## config.mk

```make
export PLATFORM = sky130hd
export DESIGN_NAME = axreg_top
export DESIGN_NICKNAME = d
export VERILOG_FILES = /design/src/axreg_pkg.sv /design/src/axreg_flag.sv /design/src/axreg_top.sv
export SDC_FILE = /design/constraint.sdc
export NUM_CORES = 1
export LEC_CHECK = 0
export BUFFER_PORTS_ARGS = -buffer_cell sky130_fd_sc_hd__buf_4
export CAP_MARGIN = 20
export CORE_ASPECT_RATIO = 1.2
export CORE_MARGIN = 3
export CORE_UTILIZATION = 35
export DETAILED_ROUTE_END_ITERATION = 16
export MAX_ROUTING_LAYER = met4
export PLACE_DENSITY = 0.59
export SETUP_SLACK_MARGIN = 0.4
export SYNTH_ARGS = -nofsm -noshare
export SYNTH_HDL_FRONTEND = slang
export SYNTH_HIERARCHICAL = 1
export SYNTH_SLANG_ARGS = --single-unit
```

## constraint.sdc

```tcl
create_clock -name i_core_clk -period 1.1 [get_ports i_core_clk]
set_input_delay 0 -clock i_core_clk [delete_from_list [all_inputs] [get_ports i_core_clk]]
set_output_delay 0 -clock i_core_clk [all_outputs]
set_load 0.1 [all_outputs]
```

## src/axreg_pkg.sv

```systemverilog
// Package for the auxiliary regulator control block.
// Constants and mode encodings shared by the top and its helper.
package axreg_pkg;

  // Chip operating modes, one-hot
  typedef enum logic [5:0] {
    AXREG_MODE_INIT     = 6'h01,
    AXREG_MODE_NORMAL   = 6'h02,
    AXREG_MODE_STOP     = 6'h04,
    AXREG_MODE_SLEEP    = 6'h08,
    AXREG_MODE_RESTART  = 6'h10,
    AXREG_MODE_FAILSAFE = 6'h20
  } axreg_mode_t;

  // Configuration lock states, one-hot
  typedef enum logic [2:0] {
    AXREG_CFG_NONE  = 3'h1,
    AXREG_CFG_STAND = 3'h2,
    AXREG_CFG_SHARE = 3'h4
  } axreg_cfg_t;

  // Reset values
  localparam logic AXREG_FLAG_RST = 1'h0;
  localparam logic [1:0] AXREG_SYNC_RST = 2'h0;
  // Voltage select codes
  localparam logic AXREG_VSEL_3V3 = 1'h0;
  localparam logic AXREG_VSEL_1V8 = 1'h1;

endpackage

```

## src/axreg_flag.sv

```systemverilog
// Sticky status flag: hardware sets, software clears.
// Assumes set and clear are synchronous single-cycle levels.
`timescale 1ns/1ps
module axreg_flag (
  input wire logic i_core_clk,
  input wire logic i_rst_n,
  input wire logic i_set,
  input wire logic i_clr,
  input wire logic i_hold,
  output logic o_flag
);
  logic flag_reg;
  logic flag_next;

  // Set beats clear; clear refused while condition still present
  always_comb begin
    flag_next = flag_reg;
    if (i_clr && !i_hold) begin
      flag_next = 1'b0;
    end
    if (i_set) begin
      flag_next = 1'b1;
    end
  end

  always_ff @(posedge i_core_clk or negedge i_rst_n) begin
    if (!i_rst_n) begin
      flag_reg <= axreg_pkg::AXREG_FLAG_RST;
    end else begin
      flag_reg <= flag_next;
    end
  end

  assign o_flag = flag_reg;

  chk_set_wins: assert property (
    @(posedge i_core_clk) disable iff (!i_rst_n)
    i_set |=> o_flag)
    else $error("flag set lost");
endmodule // axreg_flag

```

## src/axreg_top.sv

```systemverilog
// Auxiliary regulator control: configuration lock, mode-based enable,
// supply undervoltage switch-off, stop-mode power stages and flags.
// Assumes all inputs synchronous to i_core_clk; i_rst_n is power-on reset.
`timescale 1ns/1ps
module axreg_top (
  input wire logic i_core_clk,
  input wire logic i_rst_n,
  input wire logic i_soft_rst,
  input wire logic [5:0] i_mode,
  input wire logic i_standalone_enable,
  input wire logic i_load_share_enable,
  input wire logic i_aux_voltage_select,
  input wire logic i_keep_on_below_battery_uv,
  input wire logic i_load_share_stop_keep_on,
  input wire logic i_battery_below_uv,
  input wire logic i_shunt_at_threshold,
  input wire logic i_aux_output_uv,
  input wire logic i_base_above_rise,
  input wire logic i_base_below_fall,
  input wire logic i_oc_flag_clear,
  input wire logic i_uv_flag_clear,
  output logic o_aux_enable,
  output logic o_aux_voltage_1v8,
  output logic o_current_limit,
  output logic o_low_power_on,
  output logic o_high_power_on,
  output logic o_standalone_locked,
  output logic o_load_share_locked,
  output logic o_spi_error,
  output logic o_aux_overcurrent_flag,
  output logic o_aux_undervoltage_flag
);
  logic [1:0] rst_sync_reg;
  logic rst_n;
  axreg_pkg::axreg_cfg_t cfg_reg, cfg_next;
  logic sa_on_reg, sa_on_next;
  logic vsel_reg, vsel_next;
  logic en_reg, en_next;
  logic hp_reg, hp_next;
  logic lp_reg, lp_next;
  logic err_reg, err_next;
  logic ls_bit_reg; // Last load-share bit, to catch it being dropped
  logic is_sa, is_ls, mode_on;

  // Two-stage reset release; the first stage feeds only the second
  always_ff @(posedge i_core_clk or negedge i_rst_n) begin
    if (!i_rst_n) begin
      rst_sync_reg <= axreg_pkg::AXREG_SYNC_RST;
    end else begin
      rst_sync_reg <= {rst_sync_reg[0], 1'b1};
    end
  end
  assign rst_n = rst_sync_reg[1];

  assign is_sa = (cfg_reg == axreg_pkg::AXREG_CFG_STAND);
  assign is_ls = (cfg_reg == axreg_pkg::AXREG_CFG_SHARE);

  // Configuration lock and control bits. Soft reset is ignored on purpose:
  // the lock must survive it, only power-on reset clears it.
  always_comb begin
    cfg_next = cfg_reg;
    sa_on_next = sa_on_reg;
    vsel_next = vsel_reg;
    err_next = 1'b0;
    unique case (cfg_reg)
      axreg_pkg::AXREG_CFG_NONE: begin
        if (i_load_share_enable) begin
          cfg_next = axreg_pkg::AXREG_CFG_SHARE;
        end else if (i_standalone_enable &&
                     i_mode == axreg_pkg::AXREG_MODE_NORMAL) begin
          cfg_next = axreg_pkg::AXREG_CFG_STAND;
          sa_on_next = 1'b1;
        end
      end
      axreg_pkg::AXREG_CFG_STAND: begin
        // On/off still steerable; load-share request silently dropped
        if (i_mode == axreg_pkg::AXREG_MODE_NORMAL) begin
          sa_on_next = i_standalone_enable;
        end
      end
      axreg_pkg::AXREG_CFG_SHARE: begin
        if (i_standalone_enable || (!i_load_share_enable && ls_bit_reg)) begin
          err_next = 1'b1;
        end
      end
    endcase
    if (i_mode == axreg_pkg::AXREG_MODE_NORMAL) begin
      vsel_next = i_aux_voltage_select;
    end
  end

  // Mode table: what the regulator does per chip mode
  always_comb begin
    mode_on = 1'b0;
    unique case (i_mode)
      axreg_pkg::AXREG_MODE_INIT: mode_on = 1'b0;
      axreg_pkg::AXREG_MODE_NORMAL: mode_on = is_ls || (is_sa && sa_on_reg);
      axreg_pkg::AXREG_MODE_STOP:
        mode_on = (is_ls && i_load_share_stop_keep_on)
                  || (is_sa && sa_on_reg);
      axreg_pkg::AXREG_MODE_SLEEP: mode_on = is_sa && sa_on_reg;
      axreg_pkg::AXREG_MODE_RESTART: mode_on = is_ls || (is_sa && sa_on_reg);
      axreg_pkg::AXREG_MODE_FAILSAFE: mode_on = 1'b0;
      default: mode_on = 1'b0;
    endcase
  end

  // Enable with battery undervoltage cut-off and power stage choice
  always_comb begin
    en_next = mode_on &&
              (!i_battery_below_uv || i_keep_on_below_battery_uv);
    lp_next = 1'b0;
    hp_next = 1'b0;
    if (en_next) begin
      if (i_mode == axreg_pkg::AXREG_MODE_STOP) begin
        lp_next = 1'b1;
        // Hysteresis between the two base-current thresholds
        if (i_base_above_rise) begin
          hp_next = 1'b1;
        end else if (i_base_below_fall) begin
          hp_next = 1'b0;
        end else begin
          hp_next = hp_reg;
        end
      end else begin
        hp_next = 1'b1;
      end
    end
  end

  always_ff @(posedge i_core_clk or negedge rst_n) begin
    if (!rst_n) begin
      cfg_reg <= axreg_pkg::AXREG_CFG_NONE;
      sa_on_reg <= 1'b0;
      vsel_reg <= axreg_pkg::AXREG_VSEL_3V3;
      en_reg <= 1'b0;
      hp_reg <= 1'b0;
      lp_reg <= 1'b0;
      err_reg <= 1'b0;
      ls_bit_reg <= 1'b0;
    end else begin
      cfg_reg <= cfg_next;
      sa_on_reg <= sa_on_next;
      vsel_reg <= vsel_next;
      en_reg <= en_next;
      hp_reg <= hp_next;
      lp_reg <= lp_next;
      err_reg <= err_next;
      ls_bit_reg <= i_load_share_enable;
    end
  end

  // Flags only in stand-alone configuration
  axreg_flag u_oc_flag (
    .i_core_clk(i_core_clk),
    .i_rst_n(rst_n),
    .i_set(is_sa && en_reg && i_shunt_at_threshold),
    .i_clr(i_oc_flag_clear),
    .i_hold(i_shunt_at_threshold),
    .o_flag(o_aux_overcurrent_flag)
  );
  axreg_flag u_uv_flag (
    .i_core_clk(i_core_clk),
    .i_rst_n(rst_n),
    .i_set(is_sa && en_reg && i_aux_output_uv),
    .i_clr(i_uv_flag_clear),
    .i_hold(1'b0),
    .o_flag(o_aux_undervoltage_flag)
  );

  assign o_aux_enable = en_reg;
  assign o_aux_voltage_1v8 = is_sa && vsel_reg;
  assign o_current_limit = is_sa && en_reg && i_shunt_at_threshold;
  assign o_low_power_on = lp_reg;
  assign o_high_power_on = hp_reg;
  assign o_standalone_locked = is_sa;
  assign o_load_share_locked = is_ls;
  assign o_spi_error = err_reg;

  // Lock, error and mode checks; soft reset must never reach the lock
  chk_lock_holds: assert property (
    @(posedge i_core_clk) disable iff (!rst_n)
    (cfg_reg != axreg_pkg::AXREG_CFG_NONE) |=> $stable(cfg_reg))
    else $error("configuration lock changed");
  chk_soft_keep: assert property (
    @(posedge i_core_clk) disable iff (!rst_n)
    i_soft_rst |=> (cfg_reg == $past(cfg_reg)))
    else $error("soft reset touched the lock");
  chk_ls_error: assert property (
    @(posedge i_core_clk) disable iff (!rst_n)
    (is_ls && i_standalone_enable) |=> o_spi_error)
    else $error("load share change not flagged");
  chk_ls_drop: assert property (
    @(posedge i_core_clk) disable iff (!rst_n)
    (is_ls && ls_bit_reg && !i_load_share_enable) |=> o_spi_error)
    else $error("load share bit drop not flagged");
  chk_sa_no_error: assert property (
    @(posedge i_core_clk) disable iff (!rst_n)
    is_sa |=> !o_spi_error)
    else $error("stand-alone raised error");
  chk_vsel_ls: assert property (
    @(posedge i_core_clk) disable iff (!rst_n)
    is_ls |-> !o_aux_voltage_1v8)
    else $error("voltage select used in load share");
  chk_uv_cut: assert property (
    @(posedge i_core_clk) disable iff (!rst_n)
    (i_battery_below_uv && !i_keep_on_below_battery_uv) |=> !o_aux_enable)
    else $error("battery undervoltage not cut off");
  chk_fs_off: assert property (
    @(posedge i_core_clk) disable iff (!rst_n)
    (i_mode == axreg_pkg::AXREG_MODE_FAILSAFE) |=> !o_aux_enable)
    else $error("on in fail-safe");
  chk_ls_no_oc: assert property (
    @(posedge i_core_clk) disable iff (!rst_n)
    is_ls |-> !o_current_limit)
    else $error("limit in load share");
  chk_stop_ls: assert property (
    @(posedge i_core_clk) disable iff (!rst_n)
    (is_ls && i_mode == axreg_pkg::AXREG_MODE_STOP &&
     !i_load_share_stop_keep_on) |=> !o_aux_enable)
    else $error("load share ran in stop");
  chk_normal_hp: assert property (
    @(posedge i_core_clk) disable iff (!rst_n)
    (en_next && i_mode == axreg_pkg::AXREG_MODE_NORMAL)
    |=> (o_high_power_on && !o_low_power_on))
    else $error("normal mode stage wrong");
endmodule // axreg_top

```

-- Word-level counts from Yosys, hierarchy flattened
Index checks and enable logic that the tools add are counted.
- register bits after elaboration: 14
- bits of input ports: 21
- word-level logic and storage cells: 65
- output and inout port bits: 10
- reductions and logical operators: 24
- multiplexer cells: 19
- equal/unequal tests: 11
- operators by type and width (kind ; number):
    $mux W1 ; 15
    $logic_and A1 B1 Y1 ; 10
    $reduce_bool A2 Y1 ; 4
    $eq A6 B2 Y1 const B ; 1
    $eq A6 B3 Y1 const B ; 1
    $eq A6 B4 Y1 const B ; 1
    $eq A6 B5 Y1 const B ; 1
    $mux W3 ; 2
    $logic_or A1 B1 Y1 ; 4
    $ne A2 B2 Y1 const B ; 2
    $ne A4 B4 Y1 const B ; 1
    $reduce_and A4 Y1 ; 1
    $eq A3 B1 Y1 const B ; 1
    $eq A3 B2 Y1 const B ; 1
    $eq A3 B3 Y1 const B ; 1
    $logic_not A1 Y1 ; 3
    $pmux W1 S3 ; 1
    $ne A2 B1 Y1 const B ; 1
    $pmux W1 S2 ; 1
    $reduce_and A2 Y1 ; 1
    $reduce_or A2 Y1 ; 1

-- Longest topological paths before layout
- depth in word-level cells: 6
- mapped depth: 5
- mapped depth without buffers: 4

-- Modules after synthesis
The synthesis kept the hierarchy.
- modules (own cells, without submodules) (module ; seq. area each (µm²) ; area an instance (µm²) ; cells each ; times used):
    axreg_top ; 301.5 ; 610.6 ; 56 ; 1
    axreg_flag ; 25.0 ; 38.8 ; 3 ; 2

-- Worst setup path before layout
No wires, ideal clock.
- kind: flip-flop to flip-flop
- start point: register cfg_reg[2]
- end point: register err_reg, in the netlist o_spi_error
- library setup time: 0.074 ns
- slack: -1.978 ns
- arrival: 3.004 ns
- period minus slack after synthesis: 3.078 ns
- buffers on the path: 0
- required time: 1.026 ns
- cell stages (with the launch flop): 3
- cells stage by stage: dfrtp_1 > nor3b_1 > o21a_1
- cells in the longest elaborated chain, start to end: 2
- RTL lines (element ; RTL line ; text):
    from (decl) ; axreg_top.sv:35 ; axreg_pkg::axreg_cfg_t cfg_reg, cfg_next;
    from (signal assigned) ; axreg_top.sv:133 ; cfg_reg <= axreg_pkg::AXREG_CFG_NONE;
    from (signal assigned) ; axreg_top.sv:142 ; cfg_reg <= cfg_next;
    $eq A3 B3 Y1 ; -- ;
    via o_load_share_locked ; axreg_top.sv:28 ; output logic o_load_share_locked,
    $mux W1 ; axreg_top.sv:65 ; unique case (cfg_reg)
    via err_next ; axreg_top.sv:41 ; logic err_reg, err_next;
    to (signal assigned) ; axreg_top.sv:148 ; err_reg <= err_next;
    to (decl) ; axreg_top.sv:41 ;
The timed path passes the listed nets, and every way through them passes these cells.
A chain may end at the register's enable or synchronous reset.

-- Final worst setup path
- start point: register cfg_reg[2]
- end point: output port o_current_limit
- cells in the longest elaborated chain, start to end: 3
- RTL lines (element ; RTL line ; text):
    $eq A3 B2 Y1 ; axreg_top.sv:55 ; assign is_sa = (cfg_reg == axreg_pkg::AXREG_CFG_STAND);
    $logic_and A1 B1 Y1 (2 in series) ; axreg_top.sv:173 ; assign o_current_limit = is_sa && en_reg && i_shunt_at_threshold;
    to (decl) ; axreg_top.sv:24 ; output logic o_current_limit,
No other way between the ends.

==> impl.org <==
** Outcome
- Run status :: complete, but fails checks
- Failing checks :: hold timing, setup timing

** Place
- Port buffering added 29 buffers.
- Placed cell count :: 118
- Worst slack at placement :: -0.274 ns
- Placement-stage cell area :: ~1000 um^2
- Routability-driven placement finished with a final weighted congestion of roughly 0.74.
- Summed over all nets, the half-perimeter wirelength after detailed placement is about 1.3 mm.

** Die
- Die footprint :: 2540 um^2
- For this configuration, the core starts out at a cell density of between 30 and 40%.
- Cell row count :: 16
- Chip Height :: around 55 um
- The total area inside the core boundary comes to between 1500 and 2000 um^2.
- For this design the top-level I/O count stands at 31.
- Horizontal extent of the die :: approximately 46 um

** GRT
- First-pass GRT wire length :: a little under 3 mm
- Pin count of the biggest net entering global routing :: 13
- Vias in the first global route :: between 600 and 700
- GR Overflow Total :: 0
- The initial antenna violation count is 0.
- Tot GR Track Use :: around 17%

** Worst setup path
- Depth of the most critical reg-to-reg path :: 5
- Total buffers and inverters traversed by the critical path :: 2
- STA puts the critical path data arrival time at between 1 and 1.5 ns.
- The worst setup path is launched from a flop.
- Setup CP Type :: reg2out
- Cell chain of the critical path :: nor3b_4 -> buf_6 -> and3_4 -> buf_12
- The worst setup path is captured at a primary output.
- In this run the number of cells on the critical path is 4.
- Max FO, Critical Path :: 3
- Cell with the biggest individual delay on the critical path :: sky130_fd_sc_hd__dfrtp_2
- Largest stage delay on the critical path :: ~0.43 ns
- Data required time of the worst path :: between 1 and 1.5 ns
- Crit-path leading delay family :: flip-flops

** Timing
- Skew final :: 0.00342 ns
- Max Clock Freq :: approximately 0.7 GHz
- Setup repair after global routing missed its margin :: true
- Min Tclk post-route :: ~1.4 ns
- Setup slack on the critical path of the routed design comes to -0.330 ns.
- Post-route fraction of the period consumed by the critical path :: 130%
- Number of max-slew violations in the final report :: 0
- # setup viols final :: 12
- Final hold slack :: -0.0521 ns
- The number of hold violations in the final report is 2.

** Power and ir drop
- Dividing total power by cell area gives a power density of ~900 nW/um^2.
- Overall Power :: 0.00121 W
- The analysis attributes to cell leakage a power of between 0.6 and 0.7 nW.
- IR analysis of the VDD net gives a maximum drop of ~680 uV.

** Detailed routing
- Detailed-route vias per instance :: 5.10
- Before antenna repair, the detailed router went through 4 iterations.
- Summing over every cut layer, the via total after detailed routing is about 670.
- DRT antenna net count :: 0
- Detailed Route Iter0 Violations :: 11
- Final routed DRC violation total :: 0
- Routed wire length :: approximately 1.7 mm
- Dividing the detail-routed wire length by the instance count gives roughly 13 um.

** Worst hold path
- Worst hold stages :: 2
- The path class of the tightest hold or removal check is in2reg.

** Finish
- Number of flip-flops in the largest register :: 3
- Cells with a size suffix above 1 make up 65.8% of the layout.
- Design area :: ~1400 um^2
- The library cell used most frequently in the layout, excluding fill and tap cells, is sky130_fd_sc_hd__buf_4.
- Number of standard cells in the final layout excluding fillers :: between 100 and 150
- The library cells used most frequently in the layout, excluding fill and tap cells, are sky130_fd_sc_hd__buf_4, sky130_fd_sc_hd__buf_12, sky130_fd_sc_hd__dfrtp_1.
- Layout overhead on the synthesized area :: 96.5%
- The number of antenna diodes in the final layout is 0.
- After the last flow step, the layout net total stands at about 140.

** Logic synthesis
- Ys async rst share :: 100%
- Post-synthesis average cell area :: 11.1 um^2
- Sequential element share of the synthesized area :: roughly 51%
- Combined area of all synthesized cells :: roughly 690 um^2
- Primary FF master, synth :: sky130_fd_sc_hd__dfrtp_1
- Counting every net in the synthesized netlist gives 83.
- Counting flops and latches in the post-synthesis netlist gives 14.
- Synthesis instantiated 33 different standard cells from the library.
- Gate count after technology mapping :: 62
- For this run, the number of Yosys warnings is 6.
- Number of synthesized flops with an enable pin :: 0

** Clock tree
- Number of clock buffers inserted by TritonCTS :: 3
- In this run the number of H-tree levels came out at 1.
- Clock sinks :: 14
- TritonCTS built the clock tree.
- Clock latency on the worst-skew pair :: around 0.28 ns
- Counting along the longest clock path gives a buffer depth of 2.
- After clock tree synthesis, the clock-pin slew on the worst setup and hold paths is roughly 0.090 ns.
- Post-CTS Hold Fix Bufs :: 3
- In this run the clock root is driven by a sky130_fd_sc_hd__clkbuf_4.

** Run
- Across the run, the number of max-cap violations was 0.
stage by stage:
step / util [%] / TNS, ns
4_1_cts: 76.7 / -2.65
3_5_place_dp: 60.2 / -1.37
5_1_grt: 77.7 / -3.48
2_1_floorplan: - / -8.12
6_report: 77.7 / -2.78
3_3_place_gp: 60.2 / -1.18
report_power, final:
group | switching (W) | leakage [nW] | internal, W
combinational | 0.000143 | 0.432 | 0.000144
clock | 0.000169 | 0.0210 | 0.000201
sequential | 0.0000209 | 0.168 | 0.000535
routing by layer:
layer | global-route usage (%) | vias to the layer above | wire [um]
met4 | 5.69 | 0 | 0
met2 | 29.8 | 22 | 968
li1 | - | 324 | -
met3 | 3.62 | 0 | 114
met5 | - | - | 0
met1 | 18.1 | 327 | 649
cell type report:
class                           count  area (um^2)
Clock buffer                        4         36.3
Inverter                            2         7.51
Timing Repair Buffer               49          519
Tap cell                           18         22.5
Multi-Input combinational cell     45          408
Sequential cell                    14          359
Fill cell                         121          389
cells in the mapped netlist, types with 2 or more instances:
cell type | count | area share (%)
sky130_fd_sc_hd__inv_1 | 2 | 1.1
sky130_fd_sc_hd__nor2_1 | 3 | 1.6
sky130_fd_sc_hd__nand3_1 | 2 | 1.5
sky130_fd_sc_hd__a21oi_1 | 3 | 2.2
sky130_fd_sc_hd__xor2_1 | 2 | 2.5
sky130_fd_sc_hd__nor3b_1 | 2 | 2.2
sky130_fd_sc_hd__and3_2 | 2 | 2.2
sky130_fd_sc_hd__nand2_1 | 3 | 1.6
sky130_fd_sc_hd__dfrtp_1 | 13 | 47
sky130_fd_sc_hd__a21o_1 | 2 | 2.2
sky130_fd_sc_hd__nor2b_1 | 4 | 3.6
sky130_fd_sc_hd__conb_1 | 2 | 1.1
sky130_fd_sc_hd__nand2b_1 | 2 | 1.8
final timing paths:
kind / to / slack [ns] / start
max: o_current_limit / -0.33 / cfg_reg[2]
min: o_high_power_on / -0.05 / i_base_above_rise
max reg2reg: u_uv_flag/o_flag / -0.26 / cfg_reg[0]
min reg2reg: o_high_power_on / 0.20 / rst_sync_reg[1]
max in group asynchronous: o_spi_error / 0.54 / rst_sync_reg[1]
min in group asynchronous: rst_sync_reg[0] / 0.04 / i_rst_n
what timing repair did:
action,4_1_cts,5_1_grt
gates resized for setup,42,1
endpoints found under the setup margin,21,21
pin swaps,5,2
hold endpoints to repair,8,2
cloned,0,0
setup buffers,6,1
logic make-up after synthesis:
kind of cell,after synthesis,share of synthesized area [%]
AND/OR/NAND/NOR,26,24.7
AO/OA/AOI/OAI,14,17.3
flip-flops,14,51.1
buffers and inverters,3,1.64
XOR/XNOR,2,2.55
other,2,1.09
multiplexers,1,1.64
Power figures use the tool's default switching activity.
